**config.mk**
```make
export PLATFORM = sky130hd
export DESIGN_NAME = main_clock_rtc_beeper
export DESIGN_NICKNAME = d
export VERILOG_FILES = /design/src/rtl/mcc_pkg.sv /design/src/rtl/main_clock_rtc_beeper.sv
export SDC_FILE = /design/constraint.sdc
export NUM_CORES = 1
export LEC_CHECK = 0
export BUFFER_PORTS_ARGS = -buffer_cell sky130_fd_sc_hd__buf_2
export CORE_AREA = 2 2 66 115
export DETAILED_ROUTE_END_ITERATION = 8
export DIE_AREA = 0 0 68 117
export PLACE_DENSITY = 0.84
export SYNTH_ARGS = -nofsm -noshare
export SYNTH_HDL_FRONTEND = slang
export SYNTH_SLANG_ARGS = --single-unit
```
**constraint.sdc**
```tcl
create_clock -name ref_clk -period 6.6 [get_ports ref_clk]
set_input_delay 1.65 -clock ref_clk [delete_from_list [all_inputs] [get_ports ref_clk]]
set_output_delay 1.65 -clock ref_clk [all_outputs]
set_load 0.01 [all_outputs]
```
**src/rtl/mcc_pkg.sv**
```systemverilog
// package of offsets, field positions, reset values and timing counts for the clock controller
package mcc_pkg;

    // ------------------------------------------------------------
    // register indices and byte addresses (byte address = 4 * index)
    // ------------------------------------------------------------
    localparam logic [7:0] IDX_CLOCK_CONTROL_STATUS = 8'h2C;
    localparam logic [7:0] IDX_BEEP_CONTROL = 8'h2D;
    localparam logic [7:0] IDX_IRQ_STATUS = 8'h30;
    localparam logic [7:0] IDX_IRQ_MASK = 8'h31;
    localparam logic [9:0] ADDR_CLOCK_CONTROL_STATUS = {IDX_CLOCK_CONTROL_STATUS, 2'b00};
    localparam logic [9:0] ADDR_BEEP_CONTROL = {IDX_BEEP_CONTROL, 2'b00};
    localparam logic [9:0] ADDR_IRQ_STATUS = {IDX_IRQ_STATUS, 2'b00};
    localparam logic [9:0] ADDR_IRQ_MASK = {IDX_IRQ_MASK, 2'b00};
    localparam int ADDR_WIDTH = 10;

    // ------------------------------------------------------------
    // clock_control_status fields
    // ------------------------------------------------------------
    localparam int POS_CLOCK_OUT_ENABLE = 7;
    localparam int POS_SLOW_CLOCK_DIVIDER = 5;
    localparam int POS_SLOW_MODE_SELECT = 4;
    localparam int POS_TIME_BASE_SELECT = 2;
    localparam int POS_TIME_BASE_IRQ_ENABLE = 1;
    localparam int POS_TIME_BASE_FLAG = 0;
    localparam logic [7:0] RESET_CLOCK_CONTROL_STATUS = 8'h00;

    // ------------------------------------------------------------
    // beep_control fields
    // ------------------------------------------------------------
    localparam int POS_BEEP_TONE_SELECT = 0;
    localparam logic [7:0] RESET_BEEP_CONTROL = 8'h00;

    // ------------------------------------------------------------
    // interrupt status / mask fields
    // ------------------------------------------------------------
    localparam int POS_IRQ_TIME_BASE = 0;
    localparam int POS_IRQ_WAKE = 1;
    localparam int IRQ_BITS = 2;
    localparam logic [1:0] RESET_IRQ_STATUS = 2'h0;
    localparam logic [1:0] RESET_IRQ_MASK = 2'h0;

    // ------------------------------------------------------------
    // time-base periods in oscillator cycles
    // ------------------------------------------------------------
    localparam int TB_PERIOD_00 = 16000;
    localparam int TB_PERIOD_01 = 32000;
    localparam int TB_PERIOD_10 = 80000;
    localparam int TB_PERIOD_11 = 200000;
    localparam int TB_COUNT_WIDTH = 18;

    // ------------------------------------------------------------
    // beep tones, frequencies given for the reference oscillator rate
    // ------------------------------------------------------------
    localparam int BEEP_OSC_HZ = 8000000;
    localparam int BEEP_TONE_01_HZ = 2000;
    localparam int BEEP_TONE_10_HZ = 1000;
    localparam int BEEP_TONE_11_HZ = 500;
    localparam int BEEP_HALF_01 = BEEP_OSC_HZ / (2 * BEEP_TONE_01_HZ);
    localparam int BEEP_HALF_10 = BEEP_OSC_HZ / (2 * BEEP_TONE_10_HZ);
    localparam int BEEP_HALF_11 = BEEP_OSC_HZ / (2 * BEEP_TONE_11_HZ);
    localparam int BEEP_COUNT_WIDTH = 14;

    // slow-mode prescaler width, divide by up to 16
    localparam int PRESCALE_WIDTH = 4;

    typedef enum logic [1:0] {
        PM_RUN,
        PM_WAIT,
        PM_ACTIVE_HALT,
        PM_HALT
    } power_mode_e;

endpackage

```
**src/rtl/main_clock_rtc_beeper.sv**
```systemverilog
// main clock controller: cpu prescaler, clock-out, time base counter and beeper
//
// Register access over APB was left to the implementer.
`timescale 1ns/1ps

module main_clock_rtc_beeper #(
    parameter int TB_PERIOD_00 = mcc_pkg::TB_PERIOD_00,
    parameter int TB_PERIOD_01 = mcc_pkg::TB_PERIOD_01,
    parameter int TB_PERIOD_10 = mcc_pkg::TB_PERIOD_10,
    parameter int TB_PERIOD_11 = mcc_pkg::TB_PERIOD_11,
    parameter int BEEP_HALF_01 = mcc_pkg::BEEP_HALF_01,
    parameter int BEEP_HALF_10 = mcc_pkg::BEEP_HALF_10,
    parameter int BEEP_HALF_11 = mcc_pkg::BEEP_HALF_11
) (
    input wire logic ref_clk,
    input wire logic sys_rst,
    // apb slave
    input wire logic psel,
    input wire logic penable,
    input wire logic pwrite,
    input wire logic [mcc_pkg::ADDR_WIDTH-1:0] paddr,
    input wire logic [31:0] pwdata,
    input wire logic [3:0] pstrb,
    output logic [31:0] prdata,
    output logic pready,
    output logic pslverr,
    // cpu core and power logic
    input wire logic wait_instruction,
    input wire logic halt_instruction,
    input wire logic other_irq_pending,
    input wire logic halt_exit_irq,
    output logic time_base_irq_request,
    output logic cpu_clock_tick,
    output logic wait_mode,
    output logic active_halt_mode,
    output logic halt_mode,
    output logic wake_pulse,
    // pins
    output logic clock_out_pin_out,
    output logic clock_out_pin_oe,
    output logic beep_pin_out,
    output logic beep_pin_oe,
    // interrupt
    output logic irq
);

    // ------------------------------------------------------------
    // register state
    // ------------------------------------------------------------
    logic clock_out_enable;
    logic [1:0] slow_clock_divider;
    logic slow_mode_select;
    logic [1:0] time_base_select;
    logic time_base_irq_enable;
    logic time_base_flag;
    logic [1:0] beep_tone_select;
    logic [mcc_pkg::IRQ_BITS-1:0] irq_status;
    logic [mcc_pkg::IRQ_BITS-1:0] irq_mask;

    logic [1:0] active_tb_select;
    logic [mcc_pkg::TB_COUNT_WIDTH-1:0] tb_count;
    logic [mcc_pkg::PRESCALE_WIDTH-1:0] prescale_count;
    logic [mcc_pkg::BEEP_COUNT_WIDTH-1:0] beep_count;
    logic read_saw_flag;

    mcc_pkg::power_mode_e power_mode;
    mcc_pkg::power_mode_e next_power_mode;

    // ------------------------------------------------------------
    // helpers
    // ------------------------------------------------------------
    // last count value of the period chosen by a select code
    function automatic logic [mcc_pkg::TB_COUNT_WIDTH-1:0] tb_last(input logic [1:0] sel);
        int period;
        unique case (sel)
            2'b00: period = TB_PERIOD_00;
            2'b01: period = TB_PERIOD_01;
            2'b10: period = TB_PERIOD_10;
            2'b11: period = TB_PERIOD_11;
        endcase
        return mcc_pkg::TB_COUNT_WIDTH'(period - 1);
    endfunction

    // last count of a beep half period
    function automatic logic [mcc_pkg::BEEP_COUNT_WIDTH-1:0] beep_last(input logic [1:0] sel);
        int half;
        unique case (sel)
            2'b01: half = BEEP_HALF_01;
            2'b10: half = BEEP_HALF_10;
            2'b11: half = BEEP_HALF_11;
            2'b00: half = 1;
        endcase
        return mcc_pkg::BEEP_COUNT_WIDTH'(half - 1);
    endfunction

    // register decode shared by read and write paths
    function automatic logic addr_hit(input logic [mcc_pkg::ADDR_WIDTH-1:0] a);
        return (a == mcc_pkg::ADDR_CLOCK_CONTROL_STATUS) || (a == mcc_pkg::ADDR_BEEP_CONTROL)
            || (a == mcc_pkg::ADDR_IRQ_STATUS) || (a == mcc_pkg::ADDR_IRQ_MASK);
    endfunction

    // ------------------------------------------------------------
    // bus decode
    // ------------------------------------------------------------
    logic setup_phase;
    logic access_done;
    logic write_done;
    logic read_done;
    logic regs_frozen;
    logic counter_frozen;
    logic period_end;
    logic tb_request;

    assign setup_phase = psel && !penable;
    assign access_done = psel && penable && pready;
    // cpu is stopped in both halt modes, so register writes are held off
    assign regs_frozen = (power_mode == mcc_pkg::PM_ACTIVE_HALT)
        || (power_mode == mcc_pkg::PM_HALT);
    assign write_done = access_done && pwrite && !pslverr && !regs_frozen && pstrb[0];
    assign read_done = access_done && !pwrite && !pslverr;
    assign counter_frozen = (power_mode == mcc_pkg::PM_HALT);
    assign period_end = !counter_frozen && (tb_count == tb_last(active_tb_select));
    assign tb_request = time_base_flag && time_base_irq_enable;

    // ------------------------------------------------------------
    // apb answer: one access cycle, data captured at setup
    // ------------------------------------------------------------
    always_ff @(posedge ref_clk) begin
        if (sys_rst) begin
            pready <= 1'b0;
            pslverr <= 1'b0;
            prdata <= 32'h00000000;
            read_saw_flag <= 1'b0;
        end else begin
            pready <= setup_phase;
            if (setup_phase) begin
                pslverr <= !addr_hit(paddr);
                read_saw_flag <= 1'b0;
                prdata <= 32'h00000000;
                if (paddr == mcc_pkg::ADDR_CLOCK_CONTROL_STATUS) begin
                    prdata[7:0] <= {clock_out_enable, slow_clock_divider, slow_mode_select,
                        time_base_select, time_base_irq_enable, time_base_flag};
                    read_saw_flag <= time_base_flag;
                end else if (paddr == mcc_pkg::ADDR_BEEP_CONTROL) begin
                    prdata[1:0] <= beep_tone_select;
                end else if (paddr == mcc_pkg::ADDR_IRQ_STATUS) begin
                    prdata[mcc_pkg::IRQ_BITS-1:0] <= irq_status;
                end else if (paddr == mcc_pkg::ADDR_IRQ_MASK) begin
                    prdata[mcc_pkg::IRQ_BITS-1:0] <= irq_mask;
                end
            end else if (access_done) begin
                pslverr <= 1'b0;
            end
        end
    end

    // ------------------------------------------------------------
    // control fields written by software
    // ------------------------------------------------------------
    always_ff @(posedge ref_clk) begin
        if (sys_rst) begin
            clock_out_enable <= mcc_pkg::RESET_CLOCK_CONTROL_STATUS[mcc_pkg::POS_CLOCK_OUT_ENABLE];
            slow_clock_divider <=
                mcc_pkg::RESET_CLOCK_CONTROL_STATUS[mcc_pkg::POS_SLOW_CLOCK_DIVIDER +: 2];
            slow_mode_select <= mcc_pkg::RESET_CLOCK_CONTROL_STATUS[mcc_pkg::POS_SLOW_MODE_SELECT];
            time_base_select <=
                mcc_pkg::RESET_CLOCK_CONTROL_STATUS[mcc_pkg::POS_TIME_BASE_SELECT +: 2];
            time_base_irq_enable <=
                mcc_pkg::RESET_CLOCK_CONTROL_STATUS[mcc_pkg::POS_TIME_BASE_IRQ_ENABLE];
            beep_tone_select <= mcc_pkg::RESET_BEEP_CONTROL[mcc_pkg::POS_BEEP_TONE_SELECT +: 2];
            irq_mask <= mcc_pkg::RESET_IRQ_MASK;
        end else if (write_done) begin
            if (paddr == mcc_pkg::ADDR_CLOCK_CONTROL_STATUS) begin
                clock_out_enable <= pwdata[mcc_pkg::POS_CLOCK_OUT_ENABLE];
                slow_clock_divider <= pwdata[mcc_pkg::POS_SLOW_CLOCK_DIVIDER +: 2];
                slow_mode_select <= pwdata[mcc_pkg::POS_SLOW_MODE_SELECT];
                time_base_select <= pwdata[mcc_pkg::POS_TIME_BASE_SELECT +: 2];
                time_base_irq_enable <= pwdata[mcc_pkg::POS_TIME_BASE_IRQ_ENABLE];
            end else if (paddr == mcc_pkg::ADDR_BEEP_CONTROL) begin
                // upper bits are not stored, software keeps them zero
                beep_tone_select <= pwdata[mcc_pkg::POS_BEEP_TONE_SELECT +: 2];
            end else if (paddr == mcc_pkg::ADDR_IRQ_MASK) begin
                irq_mask <= pwdata[mcc_pkg::IRQ_BITS-1:0];
            end
        end
    end

    // ------------------------------------------------------------
    // time base counter
    // ------------------------------------------------------------
    // the selection in use is only reloaded at a period boundary, so a
    // rewrite mid-period never stretches or cuts the real-time count
    always_ff @(posedge ref_clk) begin
        if (sys_rst) begin
            tb_count <= '0;
            active_tb_select <=
                mcc_pkg::RESET_CLOCK_CONTROL_STATUS[mcc_pkg::POS_TIME_BASE_SELECT +: 2];
        end else if (period_end) begin
            tb_count <= '0;
            active_tb_select <= time_base_select;
        end else if (!counter_frozen) begin
            tb_count <= tb_count + 1'b1;
        end
    end

    // ------------------------------------------------------------
    // time base flag: set at period end, cleared by reading the register
    // ------------------------------------------------------------
    // only a flag value actually returned to software is cleared, and a new
    // period end in the same cycle wins over the clear
    always_ff @(posedge ref_clk) begin
        if (sys_rst) begin
            time_base_flag <= mcc_pkg::RESET_CLOCK_CONTROL_STATUS[mcc_pkg::POS_TIME_BASE_FLAG];
        end else if (period_end) begin
            time_base_flag <= 1'b1;
        end else if (read_done && paddr == mcc_pkg::ADDR_CLOCK_CONTROL_STATUS
            && read_saw_flag) begin
            time_base_flag <= 1'b0;
        end
    end

    // ------------------------------------------------------------
    // power modes
    // ------------------------------------------------------------
    always_comb begin
        next_power_mode = power_mode;
        unique case (power_mode)
            mcc_pkg::PM_RUN: begin
                if (halt_instruction) begin
                    // enable bit chooses active halt
                    next_power_mode = time_base_irq_enable ? mcc_pkg::PM_ACTIVE_HALT
                        : mcc_pkg::PM_HALT;
                end else if (wait_instruction) begin
                    next_power_mode = mcc_pkg::PM_WAIT;
                end
            end
            mcc_pkg::PM_WAIT: begin
                if (tb_request || other_irq_pending || halt_exit_irq) begin
                    next_power_mode = mcc_pkg::PM_RUN;
                end
            end
            mcc_pkg::PM_ACTIVE_HALT: begin
                if (tb_request || halt_exit_irq) begin
                    next_power_mode = mcc_pkg::PM_RUN;
                end
            end
            mcc_pkg::PM_HALT: begin
                // the time base cannot wake this mode, only a halt-exit source
                if (halt_exit_irq) begin
                    next_power_mode = mcc_pkg::PM_RUN;
                end
            end
        endcase
    end

    // mode state plus registered mode indications
    always_ff @(posedge ref_clk) begin
        if (sys_rst) begin
            power_mode <= mcc_pkg::PM_RUN;
            wait_mode <= 1'b0;
            active_halt_mode <= 1'b0;
            halt_mode <= 1'b0;
            wake_pulse <= 1'b0;
        end else begin
            power_mode <= next_power_mode;
            wait_mode <= (next_power_mode == mcc_pkg::PM_WAIT);
            active_halt_mode <= (next_power_mode == mcc_pkg::PM_ACTIVE_HALT);
            halt_mode <= (next_power_mode == mcc_pkg::PM_HALT);
            wake_pulse <= (power_mode != mcc_pkg::PM_RUN) && (next_power_mode == mcc_pkg::PM_RUN);
        end
    end

    // ------------------------------------------------------------
    // cpu clock prescaler and clock-out pin
    // ------------------------------------------------------------
    // the cpu clock is carried as a tick per cpu cycle; the pin shows a square
    // wave, which in normal mode can only reach half the oscillator rate
    always_ff @(posedge ref_clk) begin
        if (sys_rst) begin
            prescale_count <= '0;
            cpu_clock_tick <= 1'b0;
            clock_out_pin_out <= 1'b0;
            clock_out_pin_oe <= 1'b0;
        end else begin
            prescale_count <= prescale_count + 1'b1;
            if (regs_frozen) begin
                cpu_clock_tick <= 1'b0;
                clock_out_pin_out <= 1'b0;
                clock_out_pin_oe <= clock_out_enable;
            end else if (slow_mode_select) begin
                // divide by 2 << code
                cpu_clock_tick <= (prescale_count & ((4'h2 << slow_clock_divider) - 4'h1))
                    == 4'h0;
                clock_out_pin_out <= prescale_count[slow_clock_divider] && clock_out_enable;
                clock_out_pin_oe <= clock_out_enable;
            end else begin
                cpu_clock_tick <= 1'b1;
                clock_out_pin_out <= !clock_out_pin_out && clock_out_enable;
                clock_out_pin_oe <= clock_out_enable;
            end
        end
    end

    // ------------------------------------------------------------
    // beeper
    // ------------------------------------------------------------
    // keeps toggling in active halt, stops with the oscillator in full halt
    always_ff @(posedge ref_clk) begin
        if (sys_rst) begin
            beep_count <= '0;
            beep_pin_out <= 1'b0;
            beep_pin_oe <= 1'b0;
        end else if (beep_tone_select == 2'b00) begin
            beep_count <= '0;
            beep_pin_out <= 1'b0;
            beep_pin_oe <= 1'b0;
        end else if (!counter_frozen) begin
            beep_pin_oe <= 1'b1;
            if (beep_count >= beep_last(beep_tone_select)) begin
                beep_count <= '0;
                beep_pin_out <= !beep_pin_out;
            end else begin
                beep_count <= beep_count + 1'b1;
            end
        end
    end

    // ------------------------------------------------------------
    // interrupt request, sticky status and mask
    // ------------------------------------------------------------
    always_ff @(posedge ref_clk) begin
        if (sys_rst) begin
            irq_status <= mcc_pkg::RESET_IRQ_STATUS;
            time_base_irq_request <= 1'b0;
            irq <= 1'b0;
        end else begin
            for (int i = 0; i < mcc_pkg::IRQ_BITS; i++) begin
                if (write_done && paddr == mcc_pkg::ADDR_IRQ_STATUS && pwdata[i]) begin
                    irq_status[i] <= 1'b0;
                end
            end
            // set after clear so an event in the clearing cycle survives
            if (period_end) begin
                irq_status[mcc_pkg::POS_IRQ_TIME_BASE] <= 1'b1;
            end
            if (power_mode != mcc_pkg::PM_RUN && next_power_mode == mcc_pkg::PM_RUN) begin
                irq_status[mcc_pkg::POS_IRQ_WAKE] <= 1'b1;
            end
            // the pin shows the request a cycle late; wake logic uses the early form
            time_base_irq_request <= tb_request;
            irq <= |(irq_status & irq_mask);
        end
    end

endmodule

```
# Yosys cells after proc, flatten, opt, wreduce, memory -nomap -nowiden
# Cells that the tools add are included.
# Widths: inputs -> output; s select.
# word_totals
ff_bits,76
output_inout_bits,45
# classes
n_addsub,6
n_lt_le_gt_ge,2
eq_ne,17
shift,1
n_mux,31
bitwise,5
reduce_logical,52
# op_table
op,count
$pmux 18 s4,1
$mux 14,4
$pmux 14 s3,1
$eq 10x8->1 const B,4
$logic_and 1x1->1,19
$add 18x1->18 const B,1
$eq 18x18->1,1
$mux 2,9
$sub 18x2->18 const B,1
$eq 2x2->1 const B,8
$add 14x1->14 const B,1
$ge 14x14->1,1
$sub 14x2->14 const B,1
$mux 1,13
$reduce_bool 2->1,5
$eq 2x1->1 const B,4
$logic_not 1->1,8
$logic_not 2->1,4
$pmux 2 s4,1
$reduce_or 2->1,4
$logic_or 1x1->1,7
$mux 6,1
$add 4x1->4 const B,1
$and 4x4->4,1
other kinds (10),13

# Depth between registers and ports, before layout
# Gate-level depths: netlist of run 1.
# logic_depth
word_depth,10
ltp_mapped,8
depth_no_buf,8

# Least setup slack after synthesis of run 1
# No wires, ideal clock.
# synth_path
kind,in2reg
start,in paddr[8] (netlist bit)
end,reg beep_tone_select[1]
t_arrival_ns,3.082
path_slack_ns,3.391
stages,5
path_cell_list,or4_4 > nor4_4 > and3_4 > mux2i_1 > nor2_1
# synth_between
elab_chain_len,3
# synth_rtl
item,line,source
start: declaration,main_clock_rtc_beeper.sv:21,"input wire logic [mcc_pkg::ADDR_WIDTH-1:0] paddr,"
$eq 10x8->1,main_clock_rtc_beeper.sv:173,if (paddr == mcc_pkg::ADDR_CLOCK_CONTROL_STATUS) begin
$not 1->1 (no line),-,
$reduce_and 3->1 (no line) *,-,
end signal: assignment,main_clock_rtc_beeper.sv:170,beep_tone_select <= mcc_pkg::RESET_BEEP_CONTROL[mcc_pkg::POS_BEEP_TONE_SELECT +: 2];
end signal: assignment,main_clock_rtc_beeper.sv:181,beep_tone_select <= pwdata[mcc_pkg::POS_BEEP_TONE_SELECT +: 2];
end: declaration,main_clock_rtc_beeper.sv:56,logic [1:0] beep_tone_select;
# Every way passes the cells marked *; elsewhere a longest branch is shown, timed or not.
# A chain may end at the register's enable or synchronous reset.

# Worst setup path after layout of run 1
# layout_path
start,in paddr[8] (netlist bit)
end,reg slow_clock_divider[0]
# layout_between
elab_chain_len,2
# layout_rtl
item,line,source
$eq 10x8->1,main_clock_rtc_beeper.sv:173,
$reduce_and 2->1 (no line),-,
end signal: assignment,main_clock_rtc_beeper.sv:163,slow_clock_divider <=
end signal: assignment,main_clock_rtc_beeper.sv:175,slow_clock_divider <= pwdata[mcc_pkg::POS_SLOW_CLOCK_DIVIDER +: 2];
end: declaration,main_clock_rtc_beeper.sv:51,logic [1:0] slow_clock_divider;
# Every way passes these cells.

==> results of run 1 <==
-- cell usage after synthesis (3+ instances only) --
cell / number
dfxtp_1: 76
nor2_1: 70
nand2_1: 45
a21oi_1: 24
buf_4: 24
nand3_1: 18
xor2_1: 16
o21ai_0: 13
xnor2_1: 13
clkbuf_1: 11
mux2i_1: 11
nand4_1: 10
nor2b_1: 10
ha_1: 9
a22oi_1: 8
inv_1: 7
nor3_1: 7
nor3b_1: 7
a31oi_1: 4
and3_1: 4
nand3b_1: 3
nand4b_1: 3
nor4_1: 3
-- sequential cells by signal, summed over array words and instances (netlist names), 2 cells and up --
name                flops
tb_count               18
beep_count             14
prdata                  8
prescale_count          4
active_tb_select        2
beep_tone_select        2
irq_mask                2
irq_status              2
power_mode              2
slow_clock_divider      2
time_base_select        2
-- logic make-up (layout without fill, tap and decap cells) --
kind of cell | Yosys count | count (layout)
buffers and inverters | 45 | 71
xor gates and xnor gates | 29 | 29
other | 1 | 24
adders and majority gates | 9 | 9
AOI/OAI and AO/OA | 70 | 70
and+or+nand+nor | 200 | 200
muxes | 12 | 12
DFF | 76 | 76
-- cells in the final DEF (no fill, tap or decap), types with 2 or more instances in the layout --
master,n
o31ai_1,2
nand4_1,10
nand2b_1,2
ha_1,9
mux2i_1,11
or3_1,2
nor2_1,70
a22oi_1,8
clkbuf_16,9
nand4b_1,3
bufinv_16,3
nor3_1,7
nor2b_1,10
inv_1,7
nand2_1,45
xor2_1,16
a21oi_1,24
or3b_1,2
nor3b_1,7
and2_1,2
conb_1,24
clkinv_4,2
o21ai_0,13
nand3b_1,3
xnor2_1,13
clkbuf_8,2
buf_2,48
a211oi_1,2
dfxtp_1,76
a31oi_1,4
nor4_1,3
and3_1,4
nand3_1,18
-- worst max path at each step --
stage / to / slack, ns
2_1_floorplan: beep_tone_select[1]$_SDFFE_PP0P_ / 3.39
3_3_place_gp: time_base_irq_enable$_SDFFE_PP0P_ / 3.14
3_5_place_dp: clock_out_enable$_SDFFE_PP0P_ / 3.10
4_1_cts: slow_clock_divider[0]$_SDFFE_PP0P_ / 3.43
5_1_grt: slow_clock_divider[0]$_SDFFE_PP0P_ / 3.31
6_report: slow_clock_divider[0]$_SDFFE_PP0P_ / 3.42
-- routing by layer --
layer	routed length, um	share of wire
met2	4520	0.55
met3	338	0.041
met1	3170	0.38
met4	247	0.030
met5	0	0
-- power breakdown --
| part | leakage (nW) | switching (mW) | internal, mW | total (mW) |
|---|---|---|---|---|
| Sequential | 0.615 | 0.00874 | 0.468 | 0.477 |
| Clock | 0.176 | 0.187 | 0.391 | 0.578 |
| Combinational | 0.939 | 0.0366 | 0.0220 | 0.0586 |
| Total | 1.73 | 0.232 | 0.881 | 1.11 |
-- worst max-delay path, cell delays in order --
cell	delay (ns)
buf_2	0.09
or4_4	0.57
nor4_4	0.48
nand2_2	0.29
mux2i_1	0.23
nor2_1	0.06
-- cell type report --
| class | count | area share |
|---|---|---|
| Sequential cell | 76 | 0.353 |
| Timing Repair Buffer | 48 | 0.0557 |
| Clock inverter | 5 | 0.0249 |
| Multi-Input combinational cell | 344 | 0.477 |
| Clock buffer | 11 | 0.0586 |
| Inverter | 7 | 0.00609 |
| Tap cell | 86 | 0.0249 |
-- stage by stage --
step	hold slack, ns	instance area (um2)	instances	power [mW]
after global placement	0.445	3950	561	0.541
after CTS	0.459	4310	577	1.12
after global routing	0.490	4310	577	1.15
after floorplan	0.434	3850	465	0.533
final	0.457	4310	577	1.11
after detailed placement	0.451	3950	561	0.544
==> flow_metrics.tcl, run 1 <==
set metrics [dict create \
    outcome "finished, final reports clean" \
    worstRegToRegCells 7 \
    gp_congestion 0.870 \
    finalSetupViolations 0 \
    drc_errors 0 \
    vias 3242 \
    hpwl_um 5900 \
    fin_nets 550 \
    cp_data_required_time_ns 6.80 \
    fin_crit_ns 3.18 \
    r2r_end "beep_count[8]$_SDFFE_PP0N_" \
    synth_area_um2 3760 \
    fin_util 0.609 \
    drive_above_1_share 0.155 \
    fmax_ghz 0.315 \
    criticalPathCategory "input port to flip-flop" \
    endpoint_kind "flip-flop" \
    fin_crit_sh 0.482 \
    finClkSkew_ns 0.00464 \
    power_density_nw_per_um2 258 \
    grt_use_met3 0.0449 \
    gr-max-usage-layer "met2" \
    finalMaxSlewViolations 0 \
    synth.area.top_cells "dfxtp_1 40%, nor2_1 7.0%, buf_4 4.8%" \
    die_w_um 68 \
    yosys.area_share.simple 0.268 \
    die_h_um 117 \
    synth_edf_count 0 \
    cts_inserted_buffers 9 \
    dr.pass1.iters 4 \
    synth-seq-cells 76 \
    yosys_warnings 0 \
    maxCapViolCount 0 \
    worstHoldPathCells 2 \
    grt_setup_unrepaired "no" \
    area_delta_synth_final_pct 14.7 \
    die_area_um2 7960 \
    async_reset_ff_frac 0 \
    post-cts-setup-buffer-count 0 \
    cts_resized 0 \
    synth_top_cell_area_share 0.405 \
    placementRows 41 \
    syn_area_per_cell_um2 8.51 \
    grt_max_degree 41 \
    use_met1 0.222 \
    insertion_delay_ns 0.34 \
    r2r_slack_ns 4.19 \
    yosys.area_share.adder 0.0299 \
    cp-start-kind "input port" \
    cts_root_buffer "clkbuf_16" \
    ys.flop_type "dfxtp_1" \
    relSlewSlack 0.358 \
    diodes 0 \
    cp_max_fo 7 \
    drt-initial-drc-count 209 \
    seq_area_um2 1520 \
    multiInputGateArea_um2 2060 \
    core_area_um2 7080 \
    synth_compound_area_frac 0.122 \
    ys_types 62 \
    ant_nets 0 \
    cts_buffer_depth 2 \
    finalWorstSetupSlack_ns 3.42 \
    synth_seq_area_share 0.405 \
    hold_start "read_saw_flag$_SDFFE_PP0P_" \
    hp-class "flip-flop to flip-flop" \
    vias_per_cell 5.62 \
    worst_pin_slew_ns 0.938 \
    grt_util_met2 0.386 \
    clkTransAtPathRegs_ns 0.06 \
    hold-path-endpoint "read_saw_flag$_SDFFE_PP0P_" \
    grt_pass1_vias 2971 \
    hold_buffers 0 \
    critPathLaunch "paddr[8]" \
    antenna_found_initial 0 \
    post-place-ws_ns 3.10 \
    synth_top_family_by_area "simple AND/OR/NAND/NOR gates" \
    cts_tree "built" \
    fill_cells 590 \
    io_pins 100 \
    grt_overflow 0 \
    ir_drop_mv 0.141 \
    rr_startpoint "beep_tone_select[1]$_SDFFE_PP0P_" \
    wirelength_um 8270 \
    hold_viol_final 0 \
    start_util 0.531 \
    grt.total_usage 0.213 \
    htreeDepth 3 \
    total_leakage_power_nw 1.73 \
    cp.arrival_ns 3.38 \
    grt_pass1_wl_um 13000 \
    fin_setup_tns_ns 0 \
    netlist_instances 442 \
    synthXorXnorAreaFrac 0.0675 \
    cts.sinks 76 \
    synth.largest_area_cell "dfxtp_1" \
    synthMuxAreaShare 0.0353 \
    portBuffers 48 \
    wl_per_cell_um 14.3 \
]
Note: power is estimated with default switching activity, not from simulation.
==> inputs of run 2 (changes only) <==
ABC_AREA = 1   (was default)
CORE_AREA = 2 2 72 126   (was 2 2 66 115)
DIE_AREA = 0 0 74 128   (was 0 0 68 117)
PLACE_DENSITY = 0.78   (was 0.84)
clock period = 2.9 ns   (was 6.6 ns; I/O delays follow)
==> flow_metrics.tcl, run 2 <==
set metrics [dict create \
    grt_overflow 0 \
    wirelength_um 8960 \
    grt.total_usage 0.202 \
    netlist_instances 578 \
    ys.flop_type "dfxtp_1" \
    cp_data_required_time_ns 3.16 \
    worstRegToRegCells 12 \
    portBuffers 48 \
    hpwl_um 6840 \
    fin_setup_tns_ns 0 \
    cp_max_fo 13 \
    critPathLaunch "beep_tone_select[1]$_SDFFE_PP0P_" \
    cts_inserted_buffers 9 \
    power_density_nw_per_um2 532 \
    layout_commonest_cell "nand2_1" \
    finClkSkew_ns 0.00827 \
    layout_common_cells "125 x nand2_1, 94 x nor2_1, 76 x dfxtp_1" \
    wl_per_cell_um 12.0 \
    ant_nets 0 \
    post-cts-setup-buffer-count 0 \
    vias 3689 \
    maxCapViolCount 0 \
    cts_tree "built" \
    crit_end "beep_count[13]$_SDFFE_PP0N_" \
    die_w_um 74 \
    synth_edf_count 0 \
    fin_crit_ns 1.89 \
    yosys_warnings 0 \
    cp-start-kind "flip-flop" \
    gp_congestion 0.901 \
    largest_reg_flops 18 \
    rr_startpoint "beep_tone_select[1]$_SDFFE_PP0P_" \
    hp-class "flip-flop to flip-flop" \
    synth-seq-cells 76 \
    die_h_um 128 \
    async_reset_ff_frac 0 \
    cp.arrival_ns 2.15 \
    finalSetupViolations 0 \
    grt_max_degree 23 \
    grt_setup_unrepaired "no" \
    r2r_end "beep_count[13]$_SDFFE_PP0N_" \
    dr.pass1.iters 4 \
    drc_errors 0 \
    top_regs "tb_count: 18 flops, beep_count: 14 flops, prdata: 8 flops" \
    fin_crit_sh 0.651 \
    drive_above_1_share 0.153 \
    hold_slack_ns 0.458 \
    cts_root_buffer "clkbuf_16" \
    io_pins 100 \
    synth_top_cell_area_share 0.382 \
    endpoint_kind "flip-flop" \
    syn_area_per_cell_um2 6.89 \
    synth.most_common_cell "nand2_1" \
    synth_area_um2 3980 \
    vias_per_cell 4.93 \
    synth.area.top_cells "dfxtp_1 38%, nand2_1 12%, nor2_1 8.9%" \
    fmax_ghz 0.530 \
    fill_cells 820 \
    insertion_delay_ns 0.34 \
    cts_resized 0 \
    core_area_um2 8500 \
    synth_common_cells "125 x nand2_1, 94 x nor2_1, 76 x dfxtp_1, 66 x inv_1, 42 x nand3_1" \
    placementRows 45 \
    fin_nets 691 \
    r2r_slack_ns 1.01 \
    synth.largest_area_cell "dfxtp_1" \
    cts.sinks 76 \
    die_area_um2 9470 \
    finalMaxSlewViolations 0 \
    outcome "finished, final reports clean" \
    regMostFlops "tb_count" \
    post-place-ws_ns 0.776 \
    ir_drop_mv 0.365 \
    hold_buffers 0 \
    drt-initial-drc-count 180 \
    grt_pass1_wl_um 14900 \
    grt_pass1_vias 3523 \
    finalWorstSetupSlack_ns 1.01 \
    antenna_found_initial 0 \
    synth_seq_area_share 0.382 \
    criticalPathCategory "flip-flop to flip-flop" \
    clkTransAtPathRegs_ns 0.06 \
    hold_viol_final 0 \
    total_leakage_power_nw 1.98 \
    ys_types 36 \
    start_util 0.468 \
    diodes 0 \
    area_delta_synth_final_pct 14.0 \
    htreeDepth 3 \
    cts_buffer_depth 2 \
]
## run 2: cell types whose count changed after synthesis, sizes merged, moves of 5 or more
| cell | previous run | this run |
|---|---|---|
| clkbuf | 11 | 4 |
| and3 | 5 | 0 |
| nor2b | 10 | 0 |
| nand3 | 19 | 43 |
| nor2 | 70 | 109 |
| nand2 | 46 | 134 |
| nor3b | 7 | 1 |
| xor2 | 16 | 11 |
| inv | 7 | 70 |
| mux2i | 11 | 0 |
| a22oi | 8 | 1 |
| xnor2 | 13 | 5 |
| o21ai | 14 | 24 |
## run 2: area by class of cell
cell class | count | area (um2) | share of cell area
inverter | 70 | 263 | 0.0579
timing repair buffer | 49 | 248 | 0.0546
tap | 117 | 146 | 0.0322
multi-input combinational | 421 | 2040 | 0.450
clock buffer | 9 | 225 | 0.0496
clock inverter | 7 | 91.3 | 0.0201
sequential | 76 | 1520 | 0.335
## run 2: worst min-delay path by stage
stage                                       startpoint                      endpoint  slack (ns)  cells past startpoint
after floorplan             read_saw_flag$_SDFFE_PP0P_    read_saw_flag$_SDFFE_PP0P_        0.43                      2
after global placement    prescale_count[0]$_SDFF_PP0_  prescale_count[0]$_SDFF_PP0_        0.44                      1
after detailed placement        prdata[1]$_SDFFE_PP0P_        prdata[1]$_SDFFE_PP0P_        0.44                      2
after CTS                       prdata[1]$_SDFFE_PP0P_        prdata[1]$_SDFFE_PP0P_        0.46                      2
after global routing        read_saw_flag$_SDFFE_PP0P_    read_saw_flag$_SDFFE_PP0P_        0.47                      2
final                           prdata[1]$_SDFFE_PP0P_        prdata[1]$_SDFFE_PP0P_        0.46                      2
## run 2: metal layers
layer | part of all wire | track usage | wire [um]
met5 | 0 | 0 | 0
met4 | 0.048 | 0.125 | 427
met3 | 0.031 | 0.0299 | 275
met2 | 0.53 | 0.367 | 4720
met1 | 0.39 | 0.207 | 3540
## run 2: logic make-up after synthesis
logic type,share of synthesized area
other,0.000942
and+or+nand+nor,0.350
adders and majority gates,0.0283
xor gates and xnor gates,0.0352
AOI/OAI and AO/OA,0.0770
DFF,0.382
buffers and inverters,0.126
## run 2: per-stage QoR
stage | power, mW | cells | area, um2 | util
2_1_floorplan | 1.21 | 601 | 4070 | -
3_3_place_gp | 1.23 | 733 | 4220 | 0.497
3_5_place_dp | 1.24 | 733 | 4220 | 0.497
4_1_cts | 2.42 | 749 | 4540 | 0.534
5_1_grt | 2.48 | 749 | 4540 | 0.534
6_report | 2.41 | 749 | 4540 | 0.534
## run 2: worst max-delay path, cell delays in order (launching register included)
cell and delay (ns):
dfxtp_1 0.40, nand2_1 0.11, inv_1 0.07, ha_1 0.23, nand2_1 0.06, nand2_1 0.04
nand2_1 0.05, nor2_1 0.04, nor2_1 0.13, nand2_1 0.09, nand2_1 0.08, nand2_1 0.28
a21oi_1 0.23
## run 2: power breakdown
part	internal [mW]	switching, mW
clock	0.750	0.450
combinational	0.0451	0.0877
sequential	1.06	0.0173
